## src/hdl/epic_defines.vh

```
// register offsets, field positions, reset values and timing counts of the pin interrupt block
`ifndef EPIC_DEFINES_VH
`define EPIC_DEFINES_VH

// register byte offsets
`define EPIC_OFS_MAIN_CONTROL   8'h00
`define EPIC_OFS_STATUS         8'h04
`define EPIC_OFS_NMI_CFG        8'h08
`define EPIC_OFS_IRQ_FLAGS      8'h0C
`define EPIC_OFS_NMI_FLAG       8'h10
`define EPIC_OFS_IRQ_MASK       8'h14
`define EPIC_OFS_ASYNC_SEL      8'h18
`define EPIC_OFS_SENSE_CFG      8'h1C

// main_control fields
`define EPIC_MC_ENABLE          0
`define EPIC_MC_CKSRC           1
// status fields
`define EPIC_ST_SYNC_PENDING    0
`define EPIC_ST_ACTIVE          1
// per-pin sense field: 3 bits of kind and one filter bit, 4 bits per pin
`define EPIC_CFG_W              4
`define EPIC_CFG_FILT           3

// sense kinds
`define EPIC_SENSE_NONE         3'h0
`define EPIC_SENSE_RISE         3'h1
`define EPIC_SENSE_FALL         3'h2
`define EPIC_SENSE_BOTH         3'h3
`define EPIC_SENSE_HIGH         3'h4
`define EPIC_SENSE_LOW          3'h5

// reset values
`define EPIC_RST_WORD           32'h0000_0000

// timing
`define EPIC_CLK_HZ             40000000
`define EPIC_LP_HZ              32768
`define EPIC_LP_DIV             (`EPIC_CLK_HZ / `EPIC_LP_HZ)
`define EPIC_GEN_DIV            4
`define EPIC_SYNC_CYC           2
`define EPIC_START_TICKS        3

`endif

```

## src/hdl/epic_pin_sense.v

```verilog
// one input pin: synchroniser, glitch filter, edge and level sensing, standby lock
`default_nettype none

module epic_pin_sense (
  input  wire       clk,
  input  wire       rst,
  input  wire       pin_raw,
  input  wire       tick,
  input  wire       async_sel,
  input  wire [2:0] sense,
  input  wire       filt_on,
  input  wire       restart,
  input  wire       standby,
  output wire       hit
);
`include "epic_defines.vh"

  reg       meta_ff;
  reg       sync_ff;
  reg [2:0] hist_ff;
  reg       prev_ff;
  reg       lock_ff;

  wire       smp;
  wire [2:0] nxt_hist;
  wire       filt_new;
  reg        cond;

  // async path samples every clock, clocked path only on the selected tick
  assign smp      = async_sel | tick;
  assign nxt_hist = {hist_ff[1:0], sync_ff};
  // majority of three samples rejects single-sample glitches
  assign filt_new = filt_on ? ((nxt_hist[0] & nxt_hist[1]) | (nxt_hist[1] & nxt_hist[2]) |
                               (nxt_hist[0] & nxt_hist[2])) : nxt_hist[0];

  // two-flop synchroniser; the first stage feeds only the second
  always @(posedge clk or posedge rst) begin
    if (rst) begin
      meta_ff <= 1'b0;
      sync_ff <= 1'b0;
    end else begin
      meta_ff <= pin_raw;
      sync_ff <= meta_ff;
    end
  end

  // history restarts at zero, so a high pin looks like a rising edge at start
  always @(posedge clk or posedge rst) begin
    if (rst) begin
      hist_ff <= 3'h0;
      prev_ff <= 1'b0;
    end else if (restart) begin
      hist_ff <= 3'h0;
      prev_ff <= 1'b0;
    end else if (smp) begin
      hist_ff <= nxt_hist;
      prev_ff <= filt_new;
    end
  end

  always @* begin
    case (sense)
      `EPIC_SENSE_RISE: cond = filt_new & ~prev_ff;
      `EPIC_SENSE_FALL: cond = ~filt_new & prev_ff;
      `EPIC_SENSE_BOTH: cond = filt_new ^ prev_ff;
      `EPIC_SENSE_HIGH: cond = filt_new;
      `EPIC_SENSE_LOW:  cond = ~filt_new;
      default:          cond = 1'b0;
    endcase
  end

  assign hit = smp & ~restart & cond & ~lock_ff;

  // in standby the async path keeps only the first edge until wake-up
  always @(posedge clk or posedge rst) begin
    if (rst) begin
      lock_ff <= 1'b0;
    end else if (!standby) begin
      lock_ff <= 1'b0;
    end else if (async_sel & hit) begin
      lock_ff <= 1'b1;
    end
  end

endmodule

`default_nettype wire

```

## src/hdl/epic_ext_irq_ctrl.v

```verilog
// external pin interrupt controller: registers, clock selection, start-up, flags, nmi
//
// Chosen here: strobed register access and the register offsets.
`default_nettype none
`include "epic_defines.vh"

module epic_ext_irq_ctrl #(
  parameter NPINS   = 8,
  parameter GEN_DIV = `EPIC_GEN_DIV,
  parameter LP_DIV  = `EPIC_LP_DIV
) (
  input  wire             clk,
  input  wire             rst,
  input  wire [7:0]       addr,
  input  wire [31:0]      wdata,
  input  wire             wr_stb,
  input  wire             rd_stb,
  output reg  [31:0]      rdata,
  input  wire [NPINS-1:0] pin_in,
  input  wire             nmi_pin,
  input  wire             nmi_pullup,
  input  wire             wp_active,
  input  wire             standby,
  output reg              irq,
  output reg              nmi_req
);

  // timing counts at the width of the counters that load them
  localparam [1:0] SYNC_CYC    = `EPIC_SYNC_CYC;
  localparam [1:0] START_TICKS = `EPIC_START_TICKS;

  // control and configuration
  reg                   enable_ff;
  reg                   cksrc_ff;
  reg [NPINS-1:0]       async_ff;
  reg [NPINS*4-1:0]     cfg_ff;
  reg [3:0]             nmi_cfg_ff;
  reg [NPINS-1:0]       mask_ff;
  // state
  reg [NPINS-1:0]       flags_ff;
  reg                   nmi_flag_ff;
  reg [1:0]             sync_cnt_ff;
  reg [1:0]             start_cnt_ff;
  reg [10:0]            lp_cnt_ff;
  reg [7:0]             gen_cnt_ff;
  reg                   lp_tick_ff;
  reg                   gen_tick_ff;
  reg                   pull_meta_ff;
  reg                   pull_ff;

  wire                  wr_main;
  wire                  wr_nmi_cfg;
  wire                  wr_guard;
  wire                  tick;
  wire                  active;
  wire                  sync_pending;
  wire [NPINS-1:0]      pin_hit;
  wire                  nmi_hit;
  wire                  nmi_cfg_edge;
  wire                  nmi_immediate;
  wire [NPINS-1:0]      nxt_flags;
  wire                  nxt_nmi_flag;
  reg  [31:0]           cfg_word;

  // sense configuration zero-extended to a full word for read-back
  always @* begin
    cfg_word                = 32'h0000_0000;
    cfg_word[NPINS*4-1:0]   = cfg_ff;
  end

  // protected registers ignore writes while write protection is on
  assign wr_guard   = wr_stb & ~wp_active;
  assign wr_main    = wr_guard & (addr == `EPIC_OFS_MAIN_CONTROL);
  assign wr_nmi_cfg = wr_guard & (addr == `EPIC_OFS_NMI_CFG);

  // control registers
  always @(posedge clk or posedge rst) begin
    if (rst) begin
      enable_ff  <= 1'b0;
      cksrc_ff   <= 1'b0;
      cfg_ff     <= {NPINS*4{1'b0}};
      nmi_cfg_ff <= 4'h0;
      mask_ff    <= {NPINS{1'b0}};
    end else if (wr_guard) begin
      case (addr)
        `EPIC_OFS_MAIN_CONTROL: begin
          enable_ff <= wdata[`EPIC_MC_ENABLE];
          cksrc_ff  <= wdata[`EPIC_MC_CKSRC];
        end
        `EPIC_OFS_SENSE_CFG: cfg_ff <= wdata[NPINS*4-1:0];
        `EPIC_OFS_NMI_CFG:   nmi_cfg_ff <= wdata[3:0];
        `EPIC_OFS_IRQ_MASK:  mask_ff <= wdata[NPINS-1:0];
        default: begin
        end
      endcase
    end
  end

  // async select escapes write protection: only the plain strobe gates it
  always @(posedge clk or posedge rst) begin
    if (rst) begin
      async_ff <= {NPINS{1'b0}};
    end else if (wr_stb && addr == `EPIC_OFS_ASYNC_SEL) begin
      async_ff <= wdata[NPINS-1:0];
    end
  end

  // pull-up state comes from the pin controller, resynchronised here
  always @(posedge clk or posedge rst) begin
    if (rst) begin
      pull_meta_ff <= 1'b0;
      pull_ff      <= 1'b0;
    end else begin
      pull_meta_ff <= nmi_pullup;
      pull_ff      <= pull_meta_ff;
    end
  end

  // generic and low-power clock rates as enable pulses
  always @(posedge clk or posedge rst) begin
    if (rst) begin
      gen_cnt_ff  <= 8'h00;
      gen_tick_ff <= 1'b0;
      lp_cnt_ff   <= 11'h000;
      lp_tick_ff  <= 1'b0;
    end else begin
      gen_tick_ff <= (gen_cnt_ff == GEN_DIV[7:0] - 8'h01);
      gen_cnt_ff  <= (gen_cnt_ff == GEN_DIV[7:0] - 8'h01) ? 8'h00 : gen_cnt_ff + 8'h01;
      lp_tick_ff  <= (lp_cnt_ff == LP_DIV[10:0] - 11'h001);
      lp_cnt_ff   <= (lp_cnt_ff == LP_DIV[10:0] - 11'h001) ? 11'h000 : lp_cnt_ff + 11'h001;
    end
  end

  assign tick = cksrc_ff ? lp_tick_ff : gen_tick_ff;

  // busy clears on the main clock after a short sync, not when sensing runs
  always @(posedge clk or posedge rst) begin
    if (rst) begin
      sync_cnt_ff <= 2'h0;
    end else if (wr_main) begin
      sync_cnt_ff <= SYNC_CYC;
    end else if (sync_cnt_ff != 2'h0) begin
      sync_cnt_ff <= sync_cnt_ff - 2'h1;
    end
  end

  assign sync_pending = (sync_cnt_ff != 2'h0);

  // sensing waits for three ticks of the selected clock after enable
  always @(posedge clk or posedge rst) begin
    if (rst) begin
      start_cnt_ff <= 2'h0;
    end else if (!enable_ff) begin
      start_cnt_ff <= 2'h0;
    end else if (tick && start_cnt_ff != START_TICKS) begin
      start_cnt_ff <= start_cnt_ff + 2'h1;
    end
  end

  assign active = enable_ff & (start_cnt_ff == START_TICKS);

  // one sensing unit per pin
  genvar gi;
  generate
    for (gi = 0; gi < NPINS; gi = gi + 1) begin : g_pin
      epic_pin_sense u_sense (
        .clk       (clk),
        .rst       (rst),
        .pin_raw   (pin_in[gi]),
        .tick      (tick),
        .async_sel (async_ff[gi]),
        .sense     (cfg_ff[gi*4 +: 3]),
        .filt_on   (cfg_ff[gi*4 + `EPIC_CFG_FILT]),
        .restart   (~active),
        .standby   (standby),
        .hit       (pin_hit[gi])
      );
    end
  endgenerate

  // a write that changes the sense kind restarts the nmi history, which can fake an edge
  assign nmi_cfg_edge = wr_nmi_cfg & (wdata[2:0] != nmi_cfg_ff[2:0]);

  epic_pin_sense u_nmi (
    .clk       (clk),
    .rst       (rst),
    .pin_raw   (nmi_pin),
    .tick      (tick),
    .async_sel (1'b0),
    .sense     (nmi_cfg_ff[2:0]),
    .filt_on   (nmi_cfg_ff[`EPIC_CFG_FILT]),
    .restart   (~active | nmi_cfg_edge),
    .standby   (1'b0),
    .hit       (nmi_hit)
  );

  // pulled-up pin looks like a rise the moment rise or both sense is written
  assign nmi_immediate = wr_nmi_cfg & pull_ff &
                         ((wdata[2:0] == `EPIC_SENSE_RISE) |
                          (wdata[2:0] == `EPIC_SENSE_BOTH));

  // sticky flags: a set in the clearing cycle wins over the clear
  assign nxt_flags = (flags_ff & ~((wr_stb && addr == `EPIC_OFS_IRQ_FLAGS) ?
                                   wdata[NPINS-1:0] : {NPINS{1'b0}})) | pin_hit;
  assign nxt_nmi_flag = (nmi_flag_ff & ~(wr_stb && addr == `EPIC_OFS_NMI_FLAG &&
                                         wdata[0])) | nmi_hit | nmi_immediate;

  always @(posedge clk or posedge rst) begin
    if (rst) begin
      flags_ff    <= {NPINS{1'b0}};
      nmi_flag_ff <= 1'b0;
    end else begin
      flags_ff    <= nxt_flags;
      nmi_flag_ff <= nxt_nmi_flag;
    end
  end

  // outputs from flops, following the next flag values to save a cycle
  always @(posedge clk or posedge rst) begin
    if (rst) begin
      irq     <= 1'b0;
      nmi_req <= 1'b0;
    end else begin
      irq     <= |(nxt_flags & mask_ff);
      nmi_req <= nxt_nmi_flag;
    end
  end

  // read data in the cycle after the strobe, zero otherwise and for holes
  always @(posedge clk or posedge rst) begin
    if (rst) begin
      rdata <= `EPIC_RST_WORD;
    end else if (rd_stb) begin
      case (addr)
        `EPIC_OFS_MAIN_CONTROL: rdata <= {30'h0000_0000, cksrc_ff, enable_ff};
        `EPIC_OFS_STATUS:       rdata <= {30'h0000_0000, active, sync_pending};
        `EPIC_OFS_NMI_CFG:      rdata <= {28'h000_0000, nmi_cfg_ff};
        `EPIC_OFS_IRQ_FLAGS:    rdata <= {{(32-NPINS){1'b0}}, flags_ff};
        `EPIC_OFS_NMI_FLAG:     rdata <= {31'h0000_0000, nmi_flag_ff};
        `EPIC_OFS_IRQ_MASK:     rdata <= {{(32-NPINS){1'b0}}, mask_ff};
        `EPIC_OFS_ASYNC_SEL:    rdata <= {{(32-NPINS){1'b0}}, async_ff};
        `EPIC_OFS_SENSE_CFG:    rdata <= cfg_word;
        default:                rdata <= `EPIC_RST_WORD;
      endcase
    end else begin
      rdata <= `EPIC_RST_WORD;
    end
  end

endmodule

`default_nettype wire

```

## config.mk

```make
export PLATFORM = sky130hd
export DESIGN_NAME = epic_ext_irq_ctrl
export DESIGN_NICKNAME = d
export VERILOG_FILES = /design/src/hdl/epic_pin_sense.v /design/src/hdl/epic_ext_irq_ctrl.v
export VERILOG_INCLUDE_DIRS = /design/src /design/src/hdl
export SDC_FILE = /design/constraint.sdc
export NUM_CORES = 1
export LEC_CHECK = 0
export ABC_AREA = 1
export BUFFER_PORTS_ARGS = -buffer_cell sky130_fd_sc_hd__buf_4
export CORE_MARGIN = 2
export CORE_UTILIZATION = 59
export DETAILED_ROUTE_END_ITERATION = 10
export HOLD_SLACK_MARGIN = 0.05
export PLACE_DENSITY = 0.87
export SYNTH_ARGS = -nofsm -noshare
export SYNTH_HDL_FRONTEND = slang
export SYNTH_SLANG_ARGS = --single-unit
```

## constraint.sdc

```tcl
create_clock -name clk -period 7.25 [get_ports clk]
set_input_delay 0.3625 -clock clk [delete_from_list [all_inputs] [get_ports clk]]
set_output_delay 0.3625 -clock clk [all_outputs]
set_load 0.01 [all_outputs]
```

# Word-level counts from Yosys, hierarchy flattened
# Cells that the tools add are included.
# totals
input_bits,56
rom_bits,0
elab_cells,396
regBits,176
mem_count,0
ram_bits,0
out_inout_bits,34
latchBits,0
# classes
bitwise,160
n_eq_ne,76
n_addsub,4
reduce_logical,14
shift,0
div_mod_pow,0
mux,80
multipliers,0
n_lt_le_gt_ge,0
# ops
cell,n
32-bit one-hot mux with 8 select lines,1
1-bit AND,87
"3-bit by 2-bit equality test with 1-bit output, second input constant",19
"3-bit equality test, second input constant",18
1-bit one-hot mux with 5 select lines,9
1-bit 2-to-1 mux,44
2-bit 2-to-1 mux,22
"2-bit by 1-bit inequality test with 1-bit output, second input constant",17
"8-bit by 5-bit equality test with 1-bit output, second input constant",4
32-bit 2-to-1 mux,1
"3-bit by 1-bit equality test with 1-bit output, second input constant",10
1-bit inverter,30
1-bit OR,30
8-bit AND,2
"8-bit by 4-bit equality test with 1-bit output, second input constant",2
8-bit 2-to-1 mux,2
"11-bit by 1-bit adder with 11-bit output, second input constant",1
"11-bit equality test, second input constant",1
11-bit 2-to-1 mux,1
1-bit bitwise XOR,9
"8-bit by 1-bit adder with 8-bit output, second input constant",1
"8-bit by 2-bit equality test with 1-bit output, second input constant",1
"8-bit by 3-bit equality test with 1-bit output, second input constant",1
8-bit logical NOT,1
other kinds (11),20

# Depth between registers and ports, before layout
# depth
depth_word,12
mapped_depth,16
mapped_depth_nobuf,16

# Modules after synthesis
# From an unflattened synthesis, not the netlist that was laid out.
# unflattened
cells_unflattened,1007
area_unflattened_um2,8529.4
# by_module_without_submodules
mod,area_each_um2,cells_per_inst,seq_area_each_um2,n_inst
epic_ext_irq_ctrl,5121.2,566,3078.0,1
epic_pin_sense (g_pin[0].u_sense ...),377.9,49,150.1,8
epic_pin_sense (g_pin[3].u_sense),385.4,49,150.1,1

# Least setup slack after synthesis
# No wires, ideal clock.
# synth_path
kind,flip-flop to flip-flop
startpoint,register cfg_ff[3]
endpoint,register irq
arrival_time_ns,1.500
path_stages_with_launch,14
path_slack_ns,5.632
n_path_buf,0
setup_ns,0.119
required_ns,7.131
cell_sequence,dfrtp_1 -> inv_1 -> o21ai_0 -> nand2_1 -> ha_1 -> nand3_1 -> nand3_1 -> nand3_1 -> nand3_1 -> nand2_1 -> nand2_1 -> nand2_1 -> nor2_1 -> nand2_1
# synth_between
elab_chain_cells,9
word_cells_on_any_way,11
# synth_lines
item,line_no,text
from (decl),epic_ext_irq_ctrl.v:36,reg [NPINS*4-1:0] cfg_ff;
from (signal assigned),epic_ext_irq_ctrl.v:81,cfg_ff <= {NPINS*4{1'b0}};
from (signal assigned),epic_ext_irq_ctrl.v:90,`EPIC_OFS_SENSE_CFG: cfg_ff <= wdata[NPINS*4-1:0];
1-bit 2-to-1 mux *,epic_pin_sense.v:33,assign filt_new = filt_on ? ((nxt_hist[0] & nxt_hist[1]) | (nxt_hist[1] & nxt_hist[2]) |
1-bit inverter,"epic_pin_sense.v:64, epic_pin_sense.v:67",
1-bit AND,epic_pin_sense.v:64,`EPIC_SENSE_FALL: cond = ~filt_new & prev_ff;
1-bit one-hot mux with 5 select lines *,epic_pin_sense.v:62,case (sense)
1-bit AND * (2 in a row),epic_pin_sense.v:72,assign hit = smp & ~restart & cond & ~lock_ff;
8-bit OR *,epic_ext_irq_ctrl.v:203,assign nxt_flags = (flags_ff & ~((wr_stb && addr == `EPIC_OFS_IRQ_FLAGS) ?
via nxt_flags[0],epic_ext_irq_ctrl.v:61,wire [NPINS-1:0] nxt_flags;
8-bit AND *,epic_ext_irq_ctrl.v:224,irq <= |(nxt_flags & mask_ff);
8-bit OR reduction *,epic_ext_irq_ctrl.v:224,
to (signal assigned),epic_ext_irq_ctrl.v:224,
to (decl),epic_ext_irq_ctrl.v:24,"output reg irq,"
# The timed path passes the listed nets; every way through them passes the cells marked *.
# A chain may end at the register's enable or synchronous reset.

==> flow_metrics.tcl <==
set metrics [dict create \
    cp.required_ns 7.75 \
    setup_tns_ns 0 \
    fmax_ghz 0.424 \
    fin_ws_ns 4.89 \
    outcome "complete, no violations" \
    final_hold_viol_count 0 \
    grt_pass1_wl_microns 29600 \
    arrival_ns 2.86 \
    yosys_register_bits 176 \
    worstHoldStart "wdata[20]" \
    critPathLaunchType "primary input" \
    start_util_pct 60.6 \
    cts.htree.levels 4 \
    crit_buf_inv 5 \
    r2r_start "cfg_ff[3]" \
    criticalPathCategory "primary input to asynchronous set/reset pin" \
    cts_resized 0 \
    place_congestion 0.930 \
    tightest_slew_ns 1.03 \
    routed.top_layer "met4" \
    leakage_nw 4.98 \
    vias 6398 \
    final_util_pct 72.2 \
    powerDensity_nw_per_um2 219 \
    hp-class "primary input to flip-flop" \
    cts.reportedPaths.clkPinSlew_ns 0.06 \
    instances_no_fill 1216 \
    numCtsBuffers 17 \
    clk_path_buf_depth 2 \
    setup_violations 0 \
    numPortBuffers 89 \
    wl_per_cell_microns 14.5 \
    wl_met3_microns 877 \
    period_minus_slack_ns 2.36 \
    dieArea_sq_um 14600 \
    crit_top_cell "buf_4" \
    r2r_cells 13 \
    crit_chain "dlygate4sd3_1 -> buf_4 -> inv_6 -> buf_4 -> buf_4" \
    fin_skew_ns 0.00765 \
    num_io_pins 90 \
    yosys_warnings 0 \
    min_period_over_period_pct 32.5 \
    grt-ovfl-total 0 \
    regToRegSetupSlack_ns 5.17 \
    layout_common_cells "nand2_1 (194), dfrtp_1 (176), inv_1 (150), buf_4 (91), nor2_1 (88)" \
    place_inst 1173 \
    final_common_cell "nand2_1" \
    min_path_cells 3 \
    slew_headroom_pct 31.3 \
    antennaDiodeCount 0 \
    synthTopCellsByArea "dfrtp_1 (55%), nand2_1 (9.0%), inv_1 (7.0%), nand3_1 (4.5%), nor2_1 (4.1%)" \
    viasPerCell 5.26 \
    clock-root-buffer "clkbuf_16" \
    numClockSinks 176 \
    syn2layout_area_growth_pct 19.1 \
    startpoint "rst" \
    grt_max_degree 66 \
    cts_tree "built" \
    ys_types 33 \
    die_w_microns 121 \
    antenna_left 0 \
    r2r-end "irq" \
    met2WireLength_microns 8900 \
    cp_slowest_cell "buf_4" \
    rsz0062_at_grt "no" \
    rows 42 \
    post_cts.repair.setup_buffers 0 \
    met1_length_microns 7520 \
    synth_top_area_cell "dfrtp_1" \
    max_stage_delay_ns 0.71 \
    netlist_area_sq_um 8060 \
    grt_usage_pct 26.2 \
    synth-seq-area-share_pct 54.7 \
    drv_slew 0 \
    drive_gt1_share_pct 16.9 \
    detail_route.wirelength_microns 17600 \
    first_iter_violations 555 \
    clk_latency_ns 0.43 \
    worst-path-max-fanout 65 \
    die_h_microns 121 \
    maxCapViolCount 0 \
    firstDrtPassIters 6 \
    fin_nets 1105 \
    fillCellCount 967 \
    ir_worst_vdd_uv 268 \
    avgSynthCellArea_sq_um 8.77 \
    postCtsHoldBufs 11 \
    grt_pass1_vias 6287 \
    synth_fp_nets 997 \
    core_sq_um 13300 \
    post-place-ws_ns 4.87 \
    drc 0 \
    dp_hpwl_microns 12300 \
    yosysTopAreaCellShare_pct 54.7 \
    cpLargestDelayFamily "buffers and inverters" \
    postSynthCellCount 919 \
    antenna_found_initial 0 \
    critPathCaptureType "asynchronous set/reset pin" \
    hold_path_end "cfg_ff[20]" \
]
[layout make-up]
cell class,count,area (sq um),share of cell area [%]
multi-input cells,568,2950,30.7
repair buffers,102,793,8.27
well taps,176,220,2.30
clock inverters,13,163,1.70
clock buffers,19,453,4.72
flip-flops and latches,176,4400,45.9
inverters,162,613,6.39
[cells in the mapped netlist]
master    instances
o21ai_1          22
inv_1           151
ha_1             22
dfrtp_1         176
a41oi_1           1
nor2_2            2
a211oi_1          3
buf_6             4
nor2_1           88
nand2_1         194
xnor2_1           8
o211ai_1          2
buf_4             3
a21oi_2          14
buf_2             6
nor2_8            1
nand3_1          72
inv_2            11
o21ai_0          24
xor2_1            7
nand3_2           2
nor3_1           10
o22ai_1          32
nand2_4           3
nor3_4            1
nor3_2            1
or2_2             2
nand4_1           4
a21oi_1          36
nor2_4            3
nand2_2           4
nor4_1            2
o21ai_2           8
[through the flow]
step / hold slack [ns] / total power [mW] / instance area, sq um
floorplan: 0.331 / 1.12 / 8060
global placement: 0.332 / 1.17 / 8870
detailed placement: 0.335 / 1.17 / 8870
CTS: 0.152 / 2.11 / 9590
global route: 0.157 / 2.18 / 9590
finish: 0.165 / 2.10 / 9590
[cells by family (layout without fill, tap and decap cells)]
logic type	count (synthesis)	count (layout)	share of synthesized area (%)
fa+ha+maj	22	22	3.42
simple gates	389	389	21.0
xor+xnor	15	15	1.63
flops	176	176	54.7
buf+inv	175	296	8.76
compound gates	142	142	10.5
[worst reg2reg max path, cell delays in order (launching register included)]
cell,delay (ns)
dfrtp_1,0.37
inv_1,0.08
o21ai_0,0.23
nand2_1,0.13
ha_1,0.29
nand3_1,0.07
nand3_1,0.09
nand3_1,0.10
nand3_1,0.12
nand2_1,0.10
nand2_1,0.08
nand2_1,0.05
nor2_1,0.12
nand2_1,0.10
[power breakdown]
group          switching, mW  total, mW  internal [mW]
Clock                  0.380      0.940          0.560
Combinational         0.0805      0.135         0.0550
Sequential            0.0174       1.03           1.01
[sequential cells by signal, indices dropped and copies added (netlist names), 4 cells and up]
name / count
flags_ff: 8
nmi_cfg_ff: 4
rdata: 32
gen_cnt_ff: 8
async_ff: 8
g_pin.u_sense.prev_ff: 8
mask_ff: 8
cfg_ff: 32
lp_cnt_ff: 11
g_pin.u_sense.lock_ff: 8
g_pin.u_sense.meta_ff: 8
g_pin.u_sense.sync_ff: 8
g_pin.u_sense.hist_ff: 16
[metal layers]
layer  global-route usage, %  up-vias
met5                       0        -
met1                    33.9     3059
li1                        -     3133
met2                    43.7      169
met3                    5.55       37
met4                    9.88        0
[worst max-delay path by stage]
stage | cells past startpoint | endpoint
6_report | 5 | cfg_ff[7]
5_1_grt | 5 | cfg_ff[7]
4_1_cts | 5 | cfg_ff[14]
3_5_place_dp | 4 | rdata[12]
3_3_place_gp | 4 | mask_ff[0]
2_1_floorplan | 1 | async_ff[0]
(Power assumes the default switching activity.)
